### config.mk
export PLATFORM = sky130hd
export DESIGN_NAME = ltpc_top
export DESIGN_NICKNAME = d
export VERILOG_FILES = /design/src/rtl/ltpc_pkg.sv /design/src/rtl/ltpc_top.sv
export SDC_FILE = /design/constraint.sdc
export NUM_CORES = 1
export LEC_CHECK = 0
export ABC_CLOCK_PERIOD_IN_PS = 3450
export BUFFER_PORTS_ARGS = -buffer_cell sky130_fd_sc_hd__buf_2
export CORE_MARGIN = 2
export CORE_UTILIZATION = 59
export CTS_CLUSTER_SIZE = 30
export DETAILED_ROUTE_END_ITERATION = 16
export PLACE_DENSITY = 0.9
export SYNTH_ARGS = -nofsm -noshare
export SYNTH_HDL_FRONTEND = slang
export SYNTH_SLANG_ARGS = --single-unit
### constraint.sdc
create_clock -name CLK -period 3.45 [get_ports CLK]
set_input_delay 0.69 -clock CLK [delete_from_list [all_inputs] [get_ports CLK]]
set_output_delay 0.69 -clock CLK [all_outputs]
set_load 0.01 [all_outputs]
### src/rtl/ltpc_pkg.sv
// Package: constants, types and helpers of the LCD timing and power control
package ltpc_pkg;

	// ------------------------------------------------------------
	// Timing
	// ------------------------------------------------------------
	localparam int CLK_PERIOD_NS = 40;
	// Half period of the internal display oscillator, in ns
	localparam int OSC_HALF_NS = 160;
	localparam int OSC_HALF_CYC =
		(OSC_HALF_NS + CLK_PERIOD_NS - 1) / CLK_PERIOD_NS;

	// ------------------------------------------------------------
	// Panel geometry
	// ------------------------------------------------------------
	localparam int ROWS_DEF = 65;
	localparam int ROW_W = 7;
	localparam logic [5:0] CONTRAST_TOP = 6'h3F;

	// ------------------------------------------------------------
	// Commands and settings
	// ------------------------------------------------------------
	typedef enum logic [2:0] {
		CMD_POWER = 3'h0,
		CMD_CONTRAST = 3'h1,
		CMD_RATIO = 3'h2,
		CMD_ROW_DIR = 3'h3,
		CMD_DISPLAY = 3'h4
	} ltpc_cmd_t;

	typedef struct packed {
		logic [2:0] power;
		logic [5:0] contrast;
		logic [2:0] ratio;
		logic row_rev;
		logic disp_on;
	} ltpc_cfg_t;

	localparam ltpc_cfg_t CFG_RST = 14'h0000;

	// Regulator gain times ten for each divider-ratio code
	function automatic logic [6:0] ltpc_gain_x10(input logic [2:0] code);
		logic [6:0] g;
		g = 7'h00;
		unique case (code)
			3'h0: g = 7'h1E;
			3'h1: g = 7'h23;
			3'h2: g = 7'h28;
			3'h3: g = 7'h2D;
			3'h4: g = 7'h32;
			3'h5: g = 7'h37;
			3'h6: g = 7'h3C;
			3'h7: g = 7'h40;
		endcase
		return g;
	endfunction : ltpc_gain_x10

	// Drive level: bit 1 marks a scanned row, bit 0 the phase
	function automatic logic [1:0] ltpc_drive_level(input logic pix,
			input logic row_on, input logic pol);
		logic [1:0] lv;
		lv = row_on ? {1'b1, pol} : {1'b0, pix ^ pol};
		return lv;
	endfunction : ltpc_drive_level

endpackage : ltpc_pkg

### src/rtl/ltpc_top.sv
// Module: display timing and supply control of the LCD driver
// Notes on behaviour
// - Row timing and polarity derive from display clock
// - Secondaries take polarity, clock, blank from primary
// - Primary drives polarity and blank signals
// - Row scan order ascending or reversed by command
// - Drive level from pixel, row scan, polarity
// - Supply stages enabled only when primary
// - Three bits switch booster, regulator, follower
// - Contrast level equals 63 minus register value
// - Divider ratio picks one of eight gains
// - Oscillator runs only with both straps high
module ltpc_top import ltpc_pkg::*; #(
	parameter int ROWS = ROWS_DEF
) (
	input wire logic CLK,
	input wire logic RESET,
	input wire logic CE,
	input wire logic CMD_WR,
	input wire logic [2:0] CMD_SEL,
	input wire logic [5:0] CMD_DATA,
	input wire logic PRIMARY_SEL,
	input wire logic OSCILLATOR_SOURCE_SELECT,
	input wire logic DISPLAY_TICK_PIN_I,
	output logic DISPLAY_TICK_PIN_O,
	output logic DISPLAY_TICK_PIN_OE,
	input wire logic AC_DRIVE_POLARITY_I,
	output logic AC_DRIVE_POLARITY_O,
	output logic AC_DRIVE_POLARITY_OE,
	input wire logic DISPLAY_BLANK_N_I,
	output logic DISPLAY_BLANK_N_O,
	output logic DISPLAY_BLANK_N_OE,
	input wire logic PIXEL_BIT,
	input wire logic [ROW_W-1:0] PROBE_ROW,
	output logic [ROW_W-1:0] ROW_INDEX,
	output logic ROW_TICK,
	output logic [1:0] DRIVE_LEVEL,
	output logic [2:0] SUPPLY_EN,
	output logic [5:0] CONTRAST_LEVEL,
	output logic [6:0] GAIN_X10
);

	// ------------------------------------------------------------
	// Pin synchronisers
	// ------------------------------------------------------------
	logic ms_s1_r, ms_s2_r, cls_s1_r, cls_s2_r;
	logic cl_s1_r, cl_s2_r, cl_s3_r;
	logic fr_s1_r, fr_s2_r, fr_s3_r;
	logic dof_s1_r, dof_s2_r;

	always_ff @(posedge CLK) begin
		if (RESET) begin
			{ms_s1_r, ms_s2_r, cls_s1_r, cls_s2_r} <= 4'h0;
			{cl_s1_r, cl_s2_r, cl_s3_r} <= 3'h0;
			{fr_s1_r, fr_s2_r, fr_s3_r} <= 3'h0;
			{dof_s1_r, dof_s2_r} <= 2'h0;
		end else if (CE) begin
			{ms_s2_r, ms_s1_r} <= {ms_s1_r, PRIMARY_SEL};
			{cls_s2_r, cls_s1_r} <= {cls_s1_r, OSCILLATOR_SOURCE_SELECT};
			{cl_s3_r, cl_s2_r, cl_s1_r} <=
				{cl_s2_r, cl_s1_r, DISPLAY_TICK_PIN_I};
			{fr_s3_r, fr_s2_r, fr_s1_r} <=
				{fr_s2_r, fr_s1_r, AC_DRIVE_POLARITY_I};
			{dof_s2_r, dof_s1_r} <= {dof_s1_r, DISPLAY_BLANK_N_I};
		end
	end

	wire primary = ms_s2_r;
	wire osc_on = ms_s2_r & cls_s2_r;

	// ------------------------------------------------------------
	// Internal oscillator
	// ------------------------------------------------------------
	localparam logic [7:0] OSC_LAST = 8'(OSC_HALF_CYC - 1);
	logic [7:0] osc_cnt_r;
	logic osc_clk_r;
	wire osc_wrap = (osc_cnt_r == OSC_LAST);

	always_ff @(posedge CLK) begin
		if (RESET) begin
			osc_cnt_r <= 8'h00;
			osc_clk_r <= 1'b0;
		end else if (CE) begin
			if (!osc_on) begin
				osc_cnt_r <= 8'h00;
				osc_clk_r <= 1'b0;
			end else if (osc_wrap) begin
				osc_cnt_r <= 8'h00;
				osc_clk_r <= ~osc_clk_r;
			end else begin
				osc_cnt_r <= osc_cnt_r + 8'h01;
			end
		end
	end

	// ------------------------------------------------------------
	// Row timing and polarity
	// ------------------------------------------------------------
	localparam logic [ROW_W-1:0] ROW_LAST = ROW_W'(ROWS - 1);
	wire osc_tick = osc_on & osc_wrap & ~osc_clk_r;
	wire pin_tick = cl_s2_r & ~cl_s3_r;
	wire tick = osc_on ? osc_tick : pin_tick;
	wire fr_edge = fr_s2_r ^ fr_s3_r;

	logic [ROW_W-1:0] row_r, row_nxt;
	logic pol_r, pol_nxt;
	wire frame_end = tick & (row_r == ROW_LAST);

	always_comb begin
		row_nxt = row_r;
		if (!primary && fr_edge) begin
			row_nxt = '0;
		end else if (tick) begin
			row_nxt = frame_end ? '0 : row_r + ROW_W'(1);
		end
	end

	// Primary flips polarity each frame: one period spans two frames
	assign pol_nxt = primary ? (pol_r ^ frame_end) : fr_s2_r;

	always_ff @(posedge CLK) begin
		if (RESET) begin
			row_r <= '0;
			pol_r <= 1'b0;
		end else if (CE) begin
			row_r <= row_nxt;
			pol_r <= pol_nxt;
		end
	end

	// ------------------------------------------------------------
	// Command settings
	// ------------------------------------------------------------
	ltpc_cfg_t cfg_r, cfg_nxt;

	always_comb begin
		cfg_nxt = cfg_r;
		if (CMD_WR) begin
			unique case (CMD_SEL)
				CMD_POWER: cfg_nxt.power = CMD_DATA[2:0];
				CMD_CONTRAST: cfg_nxt.contrast = CMD_DATA;
				CMD_RATIO: cfg_nxt.ratio = CMD_DATA[2:0];
				CMD_ROW_DIR: cfg_nxt.row_rev = CMD_DATA[0];
				CMD_DISPLAY: cfg_nxt.disp_on = CMD_DATA[0];
				default: cfg_nxt = cfg_r;
			endcase
		end
	end

	// ------------------------------------------------------------
	// Outputs
	// ------------------------------------------------------------
	wire [ROW_W-1:0] row_idx = cfg_r.row_rev ? ROW_LAST - row_r : row_r;
	wire blank_n = primary ? cfg_r.disp_on : dof_s2_r;
	wire [1:0] lvl = blank_n ?
		ltpc_drive_level(PIXEL_BIT, PROBE_ROW == row_idx, pol_r) : 2'h0;
	wire [2:0] supply = primary ? cfg_r.power : 3'h0;
	wire [5:0] contrast = CONTRAST_TOP - cfg_r.contrast;

	always_ff @(posedge CLK) begin
		if (RESET) begin
			cfg_r <= CFG_RST;
			ROW_INDEX <= '0;
			ROW_TICK <= 1'b0;
			DRIVE_LEVEL <= 2'h0;
			SUPPLY_EN <= 3'h0;
			CONTRAST_LEVEL <= CONTRAST_TOP;
			GAIN_X10 <= ltpc_gain_x10(3'h0);
		end else if (CE) begin
			cfg_r <= cfg_nxt;
			ROW_INDEX <= row_idx;
			ROW_TICK <= tick;
			DRIVE_LEVEL <= lvl;
			SUPPLY_EN <= supply;
			CONTRAST_LEVEL <= contrast;
			GAIN_X10 <= ltpc_gain_x10(cfg_r.ratio);
		end
	end

	assign DISPLAY_TICK_PIN_O = osc_clk_r;
	assign DISPLAY_TICK_PIN_OE = osc_on;
	assign AC_DRIVE_POLARITY_O = pol_r;
	assign AC_DRIVE_POLARITY_OE = primary;
	assign DISPLAY_BLANK_N_O = cfg_r.disp_on;
	assign DISPLAY_BLANK_N_OE = primary;

	// ------------------------------------------------------------
	// Assertions
	// ------------------------------------------------------------
	property p_prim_drive;
		@(posedge CLK) disable iff (RESET)
		primary |-> AC_DRIVE_POLARITY_OE && DISPLAY_BLANK_N_OE;
	endproperty
	a_prim_drive: assert property (p_prim_drive)
		else $error("Primary does not drive polarity and blank");

	property p_sec_inputs;
		@(posedge CLK) disable iff (RESET)
		!primary |-> !AC_DRIVE_POLARITY_OE && !DISPLAY_BLANK_N_OE
			&& !DISPLAY_TICK_PIN_OE;
	endproperty
	a_sec_inputs: assert property (p_sec_inputs)
		else $error("Secondary drives a timing pin");

	property p_osc_run;
		@(posedge CLK) disable iff (RESET)
		CE && !(ms_s2_r && cls_s2_r) |=> !osc_clk_r && osc_cnt_r == 8'h00;
	endproperty
	a_osc_run: assert property (p_osc_run)
		else $error("Oscillator runs without both straps high");

	property p_sec_supply;
		@(posedge CLK) disable iff (RESET)
		CE && !primary |=> SUPPLY_EN == 3'h0;
	endproperty
	a_sec_supply: assert property (p_sec_supply)
		else $error("Supply stage enabled on a secondary");

	property p_power_cmd;
		@(posedge CLK) disable iff (RESET)
		CE && CMD_WR && CMD_SEL == CMD_POWER ##1 CE && primary
			|=> SUPPLY_EN == $past(CMD_DATA[2:0], 2);
	endproperty
	a_power_cmd: assert property (p_power_cmd)
		else $error("Supply enables do not follow power command");

	property p_contrast;
		@(posedge CLK) disable iff (RESET)
		CE |=> CONTRAST_LEVEL + $past(cfg_r.contrast) == 6'h3F;
	endproperty
	a_contrast: assert property (p_contrast)
		else $error("Contrast level is not 63 minus register");

	property p_gain;
		@(posedge CLK) disable iff (RESET)
		CE && cfg_r.ratio == 3'h7 |=> GAIN_X10 == 7'h40;
	endproperty
	a_gain: assert property (p_gain)
		else $error("Top divider code does not give gain 6.4");

	property p_hold;
		@(posedge CLK) disable iff (RESET)
		!(CE && CMD_WR) |=> $stable(cfg_r);
	endproperty
	a_hold: assert property (p_hold)
		else $error("Setting changed without a command");

	property p_pol_frame;
		@(posedge CLK) disable iff (RESET)
		primary && $past(primary) && $changed(pol_r) |-> $past(frame_end);
	endproperty
	a_pol_frame: assert property (p_pol_frame)
		else $error("Polarity flipped away from a frame end");

	property p_row_rev;
		@(posedge CLK) disable iff (RESET)
		CE && cfg_r.row_rev |=> ROW_INDEX == ROW_LAST - $past(row_r);
	endproperty
	a_row_rev: assert property (p_row_rev)
		else $error("Reversed row order is wrong");

	property p_level;
		@(posedge CLK) disable iff (RESET)
		CE && blank_n && PROBE_ROW != row_idx
			|=> DRIVE_LEVEL == {1'b0, $past(PIXEL_BIT) ^ $past(pol_r)};
	endproperty
	a_level: assert property (p_level)
		else $error("Unscanned drive level mismatches pixel and polarity");

	property p_blank_lvl;
		@(posedge CLK) disable iff (RESET)
		CE && !blank_n |=> DRIVE_LEVEL == 2'h0;
	endproperty
	a_blank_lvl: assert property (p_blank_lvl)
		else $error("Blanked output does not drive level zero");

	property p_scan_lvl;
		@(posedge CLK) disable iff (RESET)
		CE && blank_n && PROBE_ROW == row_idx
			|=> DRIVE_LEVEL == {1'b1, $past(pol_r)};
	endproperty
	a_scan_lvl: assert property (p_scan_lvl)
		else $error("Scanned drive level mismatches polarity");

	property p_prim_supply;
		@(posedge CLK) disable iff (RESET)
		CE && primary |=> SUPPLY_EN == $past(cfg_r.power);
	endproperty
	a_prim_supply: assert property (p_prim_supply)
		else $error("Primary supply enables differ from setting");

	property p_row_step;
		@(posedge CLK) disable iff (RESET)
		CE && primary && tick && !frame_end
			|=> row_r == $past(row_r) + ROW_W'(1);
	endproperty
	a_row_step: assert property (p_row_step)
		else $error("Row did not advance on a display tick");

	property p_row_wrap;
		@(posedge CLK) disable iff (RESET)
		CE && frame_end |=> row_r == '0;
	endproperty
	a_row_wrap: assert property (p_row_wrap)
		else $error("Row did not wrap at frame end");

	property p_sec_pol;
		@(posedge CLK) disable iff (RESET)
		CE && !primary |=> pol_r == $past(fr_s2_r);
	endproperty
	a_sec_pol: assert property (p_sec_pol)
		else $error("Secondary polarity does not follow its pin");

	property p_sec_row;
		@(posedge CLK) disable iff (RESET)
		CE && !primary && fr_edge |=> row_r == '0;
	endproperty
	a_sec_row: assert property (p_sec_row)
		else $error("Secondary row not restarted on polarity edge");

endmodule : ltpc_top

==> Word level (Yosys, flattened, before mapping) <==
Memory sizes are Yosys's and may differ from the RTL's. A register that Yosys moved wholly into a read port is not among the register bits.
Index checks and enable logic that the tools add are counted.
{ "totals": {"n_memories": 1, "register_bits": 62, "romBits": 56, "word_cells": 74} }
{ "mem_list": {"columns": ["memory", "words", "word_bits", "rd", "rd_clocked_by_memory_dff", "write_ports", "line_no", "source"], "rows": [
  ["(no name shown)", 8, 7, 1, 1, 0, "ltpc_pkg.sv:45", "unique case (code)"]
]} }
{ "op_classes": {"n_eq_ne": 8, "n_addsub": 4, "reduce_logical": 11, "bitwise": 10, "n_mux": 14} }
{ "ops": {"columns": ["cell", "count"], "rows": [
  ["2-to-1 mux 7 bit", 4],
  ["2-to-1 mux 8 bit", 2],
  ["AND reduction 3 bit", 5],
  ["adder 8 x 1 -> 8 bit (second input constant)", 1],
  ["== test 8 x 2 -> 1 bit (second input constant)", 1],
  ["adder 7 x 1 -> 7 bit (second input constant)", 1],
  ["== test 7 bit", 1],
  ["== test 7 bit (second input constant)", 1],
  ["subtractor 7 bit (first input constant)", 1],
  ["== test 3 x 2 -> 1 bit (second input constant)", 2],
  ["subtractor 6 bit (first input constant)", 1],
  ["AND 1 bit", 5],
  ["2-to-1 mux 1 bit", 5],
  ["2-to-1 mux 2 bit", 2],
  ["AND reduction 2 bit", 2],
  ["== test 3 x 1 -> 1 bit (second input constant)", 1],
  ["== test 3 bit (second input constant)", 1],
  ["logical NOT 3 bit", 1],
  ["2-to-1 mux 3 bit", 1],
  ["bitwise XOR 1 bit", 3],
  ["inequality test 2 x 1 -> 1 bit (second input constant)", 1],
  ["inverter 1 bit", 2],
  ["nonzero test 2 bit", 1],
  ["logical AND 1 bit", 1],
  ["logical NOT 1 bit", 1]
]} }

==> Depth between registers and ports, before layout <==
Gate-level depths: netlist of the first run.
{ "logic_depth": {"depth_word": 8, "depth_mapped": 9} }

==> Least setup slack after synthesis of the first run <==
Ideal clock, no wire load.
{ "synth_timing": {"kind": "reg-to-reg", "from": "reg osc_cnt_r[0]", "to": "reg row_r[0]", "path_slack_ns": 1.409, "stages_incl_launch_ff": 8, "arrival_time_ns": 1.925, "required_ns": 3.334, "path_buffers": 0, "setup_ns": 0.116, "period_less_slack_ns": 2.041, "cell_sequence": "dfxtp_1 ha_1 or4b_4 or4_4 a21oi_4 o21ai_1 nand2b_2 nor2_1"} }
{ "synth_via": {"elab_chain_len": 8, "word_cells_on_any_way": 10} }
{ "synth_rtl": {"columns": ["item", "line_no", "source"], "rows": [
  ["from (decl)", "ltpc_top.sv:75", "logic [7:0] osc_cnt_r;"],
  ["from (signal assigned)", "ltpc_top.sv:91", "osc_cnt_r <= osc_cnt_r + 8'h01;"],
  ["== test 8 x 2 -> 1 bit *", "ltpc_top.sv:77", "wire osc_wrap = (osc_cnt_r == OSC_LAST);"],
  ["AND 1 bit * (2 in series)", "ltpc_top.sv:100", "wire osc_tick = osc_on & osc_wrap & ~osc_clk_r;"],
  ["2-to-1 mux 1 bit *", "ltpc_top.sv:102", "wire tick = osc_on ? osc_tick : pin_tick;"],
  ["AND 1 bit", "ltpc_top.sv:107", "wire frame_end = tick & (row_r == ROW_LAST);"],
  ["2-to-1 mux 7 bit", "ltpc_top.sv:114", "row_nxt = frame_end ? '0 : row_r + ROW_W'(1);"],
  ["2-to-1 mux 7 bit", "ltpc_top.sv:113", "end else if (tick) begin"],
  ["2-to-1 mux 7 bit", "ltpc_top.sv:111", "if (!primary && fr_edge) begin"],
  ["to (signal assigned)", "ltpc_top.sv:126", "row_r <= row_nxt;"],
  ["to (decl)", "ltpc_top.sv:105", "logic [ROW_W-1:0] row_r, row_nxt;"]
]} }
Every way passes the cells marked *; elsewhere a longest branch is shown, timed or not. The select of a mux whose other input is x is not followed.
A chain may end at the register's enable or synchronous reset.

==> Worst setup path after layout of the first run <==
{ "layout_timing": {"from": "reg osc_cnt_r[0]", "to": "reg row_r[1]"} }
Same word-level chain as after synthesis.

==> impl_metrics.toml, run 1 <==
[power]
leakage_uw = 0.001503
clkPwrFrac = 0.427
power.switching_uw = 374.2
power_switching_share = 0.2283
pwr-share-comb = 0.069
pwr-share-seq = 0.504
ir_drop_uv = 277.5
internal_power_uw = 1265
p_per_area_mw_per_mm2 = 447.4

[clocking]
post_cts_buffers = 0
cts-root-buf = "clkbuf_8"
clk_latency_ps = 350
cts_made_buffers = 9
htree_num_levels = 3
cts_buffer_depth = 2
cts_tree = "yes"
cts-hold-fix-buffers = 0
cts_resized = 0
path_clk_slew_ps = 70
clock_sinks = 69

[timing]
skew_ps = 9.544
slew_headroom = 0.5684
period_share = 0.6544
rsz0062_at_grt = "no"
worst_pin_slew_ps = 645.0
clock.fmax_mhz = 442.9
holdWs_ps = 468.7
finalSetupTns_ps = 0
setup_viol_count_final = 0
drv_slew = 0
hold_viol_final = 0
period_needed_ps = 2258

[critical_path]
timing.rr.start = "osc_cnt_r[0]"
rrSetupSlack_ps = 1190
worstRegToRegCells = 7
crit_path_max_incr_delay_ps = 520
critical_path.startpoint = "osc_cnt_r[0]"
cp_cell_sequence = "ha_1 -> or4b_4 -> or4_4 -> a21oi_4 -> o21ai_1 -> nand2b_2 -> nor2_1"
worstPathRequired_ps = 3690
crit_arrival_ps = 2500
crit_path_start_kind = "flip-flop"
r2r_end = "row_r[1]"
crit_buf_inv = 0
end_kind = "flip-flop"
critPathMaxFanout = 7
critPathSlowestCell = "or4_4"
cp_top_family = "simple AND/OR/NAND/NOR gates"
critPathKind = "reg2reg"

[cells_and_area]
synthToLayoutAreaGrowth_pct = 15.50
final_net_count = 440
fin_cells = 479
most-common-layout-cells = "69 x dfxtp_1, 57 x buf_2, 56 x nor2_1"
drive_above_1_share = 0.2054
antennaDiodeCount = 0
layout_commonest_cell = "dfxtp_1"

[global_route]
grtUsageTotal = 0.2327
grt_start_max_net_pins = 49
grt_pass1_wl_microns = 11090
antenna_found_initial = 0
grt_pass1_vias = 2485
grt-ovfl-total = 0

[min_path]
whs_endpoint = "cfg_r[12]"
hold_path_startpoint = "cfg_r[12]"
hold_class = "reg2reg"
whs_path_depth = 2

[logic_synthesis]
synth_seq_area_share = 0.4355
syn_avg_cell_area_sq_um = 8.885
ys.flop_type = "dfxtp_1"
synth-simple-area-share = 0.2217
async_flop_share = 0
synth_cell_types = 46
muxShareOfSynthArea = 0.08245
synth_edf_count = 0
synthXorXnorAreaFrac = 0.08205
ys_warn_count = 0
synth_seq_cells = 69
syn_nets = 392
synth_compound_area_frac = 0.09901
synth_top_family_by_area = "simple AND/OR/NAND/NOR gates"
postSynthCellCount = 357
syn_area_sq_mm = 0.003172
synth_adder_area_share = 0.03550

[floorplan]
die_x_microns = 77.32
core.rowCount = 26
start_util = 0.6171
die_area_sq_mm = 0.005978
io_pins = 58
core-area_sq_mm = 0.005140
fp.dieH_microns = 77.32

[detailed_routing]
antenna_left = 0
drt_wl_total_microns = 6661
drcViolationCount = 0
first_pass_iters = 4
drtIter0Drc = 139
wl_per_cell_microns = 13.91
vias_per_cell = 5.434
num_vias = 2603

[placement]
gp_congestion = 0.8025
dp.cells = 464
dpl.hpwl_microns = 4703
port_buffers = 57

[run_status]
status = "complete, no violations"

[flow_run]
cap_viol_max_count = 0
==> per-stage QoR <==
stage                     area, sq um  setup slack [ps]  power [uW]    util
after floorplan                  3172              1409       918.4       -
after global placement           3458              1002       951.4  0.6728
after detailed placement         3458             913.0       956.8  0.6728
after CTS                        3664              1197        1646  0.7128
after global routing             3664              1055        1695  0.7128
final                            3664              1192        1639  0.7128
==> metal layers <==
metal	vias up	global-route usage	routed length, microns
met2	76	0.4000	3353
met3	15	0.05294	346
met4	0	0.1214	144
met1	1209	0.2689	2818
met5	-	0	0
li1	1303	-	-
==> cells in the mapped netlist (7+ instances only) <==
cell type / instances / area, sq um
a211oi_1: 7 / 52.55
a21oi_1: 17 / 85.08
buf_2: 9 / 45.04
clkbuf_1: 11 / 41.29
dfxtp_1: 69 / 1381
ha_1: 9 / 112.6
inv_1: 8 / 30.03
mux2i_1: 25 / 250.2
nand2_1: 28 / 105.1
nand2b_1: 18 / 112.6
nand3_1: 13 / 65.06
nand4_1: 9 / 56.30
nor2_1: 56 / 210.2
o21ai_0: 14 / 70.07
xnor2_1: 11 / 96.34
xor2_1: 16 / 140.1
==> worst max path at each step <==
stage / to / slack (ps) / cells past startpoint
floorplan: row_r[0] / 1410 / 7
global placement: cfg_r[5] / 1000 / 7
detailed placement: cfg_r[6] / 910 / 7
CTS: row_r[0] / 1200 / 7
global route: DRIVE_LEVEL[1] / 1060 / 8
finish: row_r[1] / 1190 / 7
==> cell type report <==
type                    count  area (sq um)
flip-flops and latches     69          1381
repair buffers             60         307.8
fillers                   424          1476
inverters                   8         30.03
well taps                  70         87.58
clock inverters             4         73.82
multi-input cells         257          1652
clock buffers              11         131.4
==> cell families (layout without fill, tap and decap cells) <==
family,Yosys count,in the layout
muxes,26,26
and+or+nand+nor,144,144
xor gates and xnor gates,28,28
AOI/OAI and AO/OA,50,50
DFF,69,69
adders and majority gates,9,9
buffers and inverters,31,83
==> flip-flops by register name, indices dropped and copies added (netlist names), 2 cells and up <==
name	flops
osc_cnt_r	8
ROW_INDEX	7
row_r	7
CONTRAST_LEVEL	6
DRIVE_LEVEL	2
SUPPLY_EN	3
GAIN_X10	7
cfg_r	13
==> power by group through the flow <==
| stage | Combinational [uW] | Clock, uW | Sequential [uW] |
|---|---|---|---|
| 3_3_place_gp | 109 | 0 | 843 |
| 3_5_place_dp | 113 | 0 | 844 |
| 6_report | 114 | 699 | 826 |
| 5_1_grt | 125 | 742 | 827 |
| 2_1_floorplan | 76.7 | 0 | 842 |
| 4_1_cts | 114 | 706 | 826 |
==> worst register-to-register path, delay by kind of cell (launching register included) <==
kind,cells,cell delay (ps)
adders and majority gates,1,240
AOI/OAI and AO/OA,2,270
DFF,1,390
and+or+nand+nor,4,1260
No activity file was read; power rests on OpenSTA's default activity.
==> run 2: changes to the inputs <==
ABC_CLOCK_PERIOD_IN_PS = 1900   (was 3450)
CORE_UTILIZATION = 50   (was 59)
PLACE_DENSITY = 0.82   (was 0.9)
clock period = 1.9 ns   (was 3.45 ns; I/O delays follow)
==> run 2 against run 1 <==
Net effect: the flow now finishes with violations (negative setup slack); hold slack worse by 200 ps; power up 82%; final cell count increased by 6.5%; largest power group unchanged; die area increased by 17%; register-to-register slack got worse by 1300 ps; global-route usage is 3.2 points lower; via count is 1.2% higher; clock power grew 77%; largest cell class unchanged; sequential power up 80%; clock-buffer cell count down 2; core utilization fell by 8.3 points; cell area increased by 7.3%.
==> impl_metrics.toml, run 2 (synthesis gave the netlist of run 1 again) <==
[detailed_routing]
first_pass_iters = 4
drtIter0Drc = 146
wl_per_cell_microns = 13.45
vias_per_cell = 5.163
antenna_left = 0
drt_wl_total_microns = 6860
drcViolationCount = 0
num_vias = 2633

[critical_path]
crit_path_max_incr_delay_ps = 470
cp_cell_sequence = "ha_4 -> or4b_4 -> or4_4 -> a21oi_4 -> o21ai_1 -> nand2b_2 -> nor2_1"
crit_path_start_kind = "flip-flop"
rrSetupSlack_ps = -100
critPathKind = "reg2reg"
r2r_end = "row_r[2]"
worstRegToRegCells = 7
crit_buf_inv = 0
end_kind = "flip-flop"
crit_arrival_ps = 2240
timing.rr.start = "osc_cnt_r[1]"
worstPathRequired_ps = 2140
critPathSlowestCell = "or4b_4"
critPathMaxFanout = 7
cp_top_family = "simple AND/OR/NAND/NOR gates"

[clocking]
cts_buffer_depth = 2
cts_made_buffers = 9
htree_num_levels = 3
path_clk_slew_ps = 80
clk_latency_ps = 350
cts-root-buf = "clkbuf_8"
cts_tree = "yes"
clock_sinks = 69

[min_path]
hold_class = "in2reg"
whs_path_depth = 3
whs_endpoint = "ms_s1_r"
hold_path_startpoint = "PRIMARY_SEL"

[run_status]
status = "complete, but fails checks"
violations = "negative setup slack"

[placement]
dpl.hpwl_microns = 4785
gp_congestion = 0.8555
dp_slack_ps = -80.69
port_buffers = 57
place_area_sq_mm = 0.003617

[cells_and_area]
most-common-layout-cells = "64 x dfxtp_1, 57 x buf_2, 56 x nor2_1"
largest_reg_flops = 13
final_net_count = 463
design_area_sq_mm = 0.003931
top_register = "cfg_r"
drive_above_1_share = 0.2841
layout_commonest_cell = "dfxtp_1"
synthToLayoutAreaGrowth_pct = 23.94
final_util = 0.6299
top_regs = "cfg_r x13, osc_cnt_r x8"
antennaDiodeCount = 0

[timing]
setup_viol_count_final = 8
period_share = 1.053
rsz0062_at_grt = "yes"
worst_slack_ps = -101.5
finalSetupTns_ps = -764.9
clock.fmax_mhz = 499.6
drv_slew = 0
hold_viol_final = 0
slew_headroom = 0.7493
worst_pin_slew_ps = 375.6
skew_ps = 7.912
period_needed_ps = 2001

[flow_run]
cap_viol_max_count = 0

[global_route]
grt_start_max_net_pins = 22
grt_pass1_wl_microns = 11290
antenna_found_initial = 0
grt-ovfl-total = 0
grtUsageTotal = 0.2011
grt_pass1_vias = 2541

[power]
ir_drop_uv = 481.8
finalPower_uw = 2977
leakage_uw = 0.001622
p_per_area_mw_per_mm2 = 757.3

[floorplan]
io_pins = 58
core-area_sq_mm = 0.006241
start_util = 0.5082
die_x_microns = 83.65
die_area_sq_mm = 0.006996
core.rowCount = 29
fp.dieH_microns = 83.65
==> run 2: cell count changes in the layout (fill, tap and decap cells not counted), moves of 2 or more <==
cell and delta:
dfxtp_1 -5, dfxtp_2 +5, clkbuf_1 -2, ha_4 +2, ha_1 -2, buf_4 +23
o31ai_4 +2, clkinv_4 +2
==> run 2: power by group <==
group          total, uW  leakage [uW]  internal, uW  switching (uW)
Combinational        242      0.000958           109             133
Clock               1240      0.000102           626             616
Sequential          1490      0.000562          1470            19.0
Total               2980       0.00162          2210             768
==> run 2: worst max-delay path by stage <==
| stage | from | to | depth (start not counted) |
|---|---|---|---|
| 2_1_floorplan | osc_cnt_r[1] | row_r[0] | 7 |
| 3_3_place_gp | osc_cnt_r[1] | row_r[5] | 7 |
| 3_5_place_dp | osc_cnt_r[1] | row_r[4] | 7 |
| 4_1_cts | osc_cnt_r[1] | row_r[4] | 7 |
| 5_1_grt | osc_cnt_r[1] | row_r[6] | 7 |
| 6_report | osc_cnt_r[1] | row_r[2] | 7 |
==> run 2: cell type report <==
type                            instances  area [sq um]
Fill cell                             513          2310
Multi-Input combinational cell        257          1729
Sequential cell                        69          1388
Timing Repair Buffer                   83         480.5
Clock buffer                            9         123.9
Tap cell                               77         96.34
Clock inverter                          7         83.83
Inverter                                8         30.03
==> run 2: repair_timing <==
| action | 4_1_cts | 5_1_grt |
|---|---|---|
| buffers inserted | 3 | 2 |
| endpoints found under the hold margin | 0 | 0 |
| endpoints found under the setup margin | 10 | 10 |
| resized for setup | 2 | 13 |
| hold buffers | 0 | 0 |
| pin swaps | 3 | 5 |
==> run 2: worst min-delay path, delay by kind of cell <==
kind | cells | cell delay, ps
AND/OR/NAND/NOR | 1 | 70
multiplexers | 1 | 50
buffers and inverters | 1 | 70
==> run 2: per-layer routing <==
metal	GRT usage	wire (microns)	vias to the layer above
li1	-	-	1348
met1	0.2439	3087	1210
met2	0.3338	3356	69
met3	0.06528	337	6
met4	0.07331	79	0
met5	0	0	-
==> run 2: per-stage QoR <==
step | hold slack, ps | std cells
global route | 250.7 | 510
global placement | 447.8 | 489
CTS | 249.3 | 508
floorplan | 436.9 | 357
detailed placement | 452.0 | 489
finish | 264.5 | 510
==> run 3: changes to the inputs <==
==> constraint.sdc (replaced) <==
create_clock -name CLK -period 1.9 [get_ports CLK]
set_input_delay 0.57 -clock CLK [delete_from_list [all_inputs] [get_ports CLK]]
set_output_delay 0.57 -clock CLK [all_outputs]
set_load 0.01 [all_outputs]
==> run 3 against run 2 <==
Net effect: the run still ends with negative setup slack left; register-to-register slack is essentially flat; fmax grew 0.15%; highest routed layer unchanged; core utilization grew 1.5 points; clock skew is essentially flat; die area is the same; critical endpoint is now AC_DRIVE_POLARITY_O; non-clock buffer count shrank 2; critical path type unchanged; clock power grew 18%; routed wire length grew 5.2%; first-iteration DRC count shrank 2.7%; hold slack gained 190 ps.
==> impl_metrics.toml, run 3 (synthesis gave the netlist of run 1 again) <==
[min_path]
hold_class = "in2reg"

[global_route]
grtUsageTotal = 0.2017
grt_pass1_wl_microns = 11540
antenna_found_initial = 0
grt_start_max_net_pins = 41
grt_pass1_vias = 2518
grt-ovfl-total = 0

[critical_path]
end_kind = "flip-flop"
crit_path_start_kind = "flip-flop"
rrSetupSlack_ps = -100
critPathMaxFanout = 2
cp_cell_sequence = "ha_4 -> or4b_4 -> or4_4 -> a21oi_4 -> mux2i_1 -> nor2_1 -> nor2_1"
crit_buf_inv = 0
worst_path_most_repeated_cell = "nor2_1"
crit_path_max_incr_delay_ps = 460
worstPathRequired_ps = 2180
cp_top_family = "simple AND/OR/NAND/NOR gates"
critPathSlowestCell = "or4_4"
crit_arrival_ps = 2280
critPathKind = "reg2reg"

[power]
pwr-share-seq = 0.465
clkPwrFrac = 0.456
p_per_area_mw_per_mm2 = 796.9
internal_power_uw = 2471
power.switching_uw = 738.7
pwr-share-comb = 0.079
power_switching_share = 0.2301
ir_drop_uv = 500.1
leakage_uw = 0.001656

[floorplan]
die_area_sq_mm = 0.006996
io_pins = 58
fp.dieH_microns = 83.65
core.rowCount = 29
core-area_sq_mm = 0.006241
die_x_microns = 83.65
start_util = 0.5082

[timing]
worst_slack_ps = -98.39
period_share = 1.052
worst_pin_slew_ps = 500.2
rsz0062_at_grt = "yes"
skew_ps = 7.441
drv_slew = 0
setup_viol_count_final = 8
holdWs_ps = 455.7
period_needed_ps = 1998
slew_headroom = 0.6635
finalSetupTns_ps = -451.6
clock.fmax_mhz = 500.4
hold_viol_final = 0

[cells_and_area]
top_register = "cfg_r"
fin_cells = 508
final_util = 0.6453
final_net_count = 461
layout_commonest_cell = "dfxtp_1"
synthToLayoutAreaGrowth_pct = 26.98
antennaDiodeCount = 0
most-common-layout-cells = "64 x dfxtp_1, 57 x buf_2, 53 x nor2_1"
largest_reg_flops = 13
drive_above_1_share = 0.2923
top_regs = "cfg_r x13, osc_cnt_r x8"

[placement]
gp_congestion = 0.8637
dp.cells = 488
dp_slack_ps = -91.66
dpl.hpwl_microns = 4852
port_buffers = 57

[detailed_routing]
num_vias = 2705
drcViolationCount = 0
drtIter0Drc = 142
antenna_left = 0
wl_per_cell_microns = 14.20
drt_wl_total_microns = 7215
vias_per_cell = 5.325
first_pass_iters = 4

[run_status]
status = "complete, but fails checks"
violations = "negative setup slack"

[flow_run]
cap_viol_max_count = 0

[clocking]
clock_sinks = 69
cts_tree = "yes"
path_clk_slew_ps = 80
cts_made_buffers = 9
clk_latency_ps = 350
cts-root-buf = "clkbuf_8"
htree_num_levels = 3
cts-hold-fix-buffers = 0
cts_buffer_depth = 2
-- run 3: cell count changes in the layout (fill, tap and decap cells not counted), moves of 2 or more --
cell	delta
bufinv_16	+2
nor2_1	-3
buf_4	-6
buf_12	+3
nor2_2	+3
clkinv_4	-2
-- run 3: final timing paths --
| check | to | start | cells past startpoint |
|---|---|---|---|
| max | AC_DRIVE_POLARITY_O | osc_cnt_r[1] | 7 |
| min | cl_s1_r | DISPLAY_TICK_PIN_I | 3 |
| max reg2reg | AC_DRIVE_POLARITY_O | osc_cnt_r[1] | 7 |
| min reg2reg | cfg_r[11] | cfg_r[11] | 2 |
-- run 3: final cells by class --
class,instances,area (sq um)
clock buffer,9,123.9
clock inverter,7,121.4
fill,514,2213
inverter,8,30.03
multi-input combinational,257,1759
sequential,69,1390
tap,77,96.34
timing repair buffer,81,506.7
-- run 3: per-layer routing --
metal / wire (microns) / up-vias / global-route usage
li1: - / 1350 / -
met1: 3217 / 1274 / 0.2513
met2: 3588 / 70 / 0.3433
met3: 311 / 11 / 0.05045
met4: 97 / 0 / 0.06305
met5: 0 / - / 0
-- run 3: power groups by stage --
stage	clock [uW]	combinational, uW	sequential (uW)
CTS	1480	241	1490
global placement	0	233	1520
detailed placement	0	237	1530
finish	1460	255	1490
floorplan	0	140	1530
global route	1550	277	1500
-- run 3: through the flow --
step	instance area [sq um]	power, uW
after floorplan	3187	1669
after global placement	3647	1757
after detailed placement	3647	1764
after CTS	3904	3217
after global routing	4028	3328
final	4028	3210
-- run 3: timing repair --
action,CTS,global route
buffers inserted,1,3
endpoints found under the setup margin,10,10
pin swaps,3,15
gates resized for setup,1,22
-- run 3: tightest hold or removal path, delay by kind of cell --
| family | cells | cell delay, ps |
|---|---|---|
| buffers and inverters | 1 | 70 |
| multiplexers | 1 | 50 |
| AND/OR/NAND/NOR | 1 | 70 |
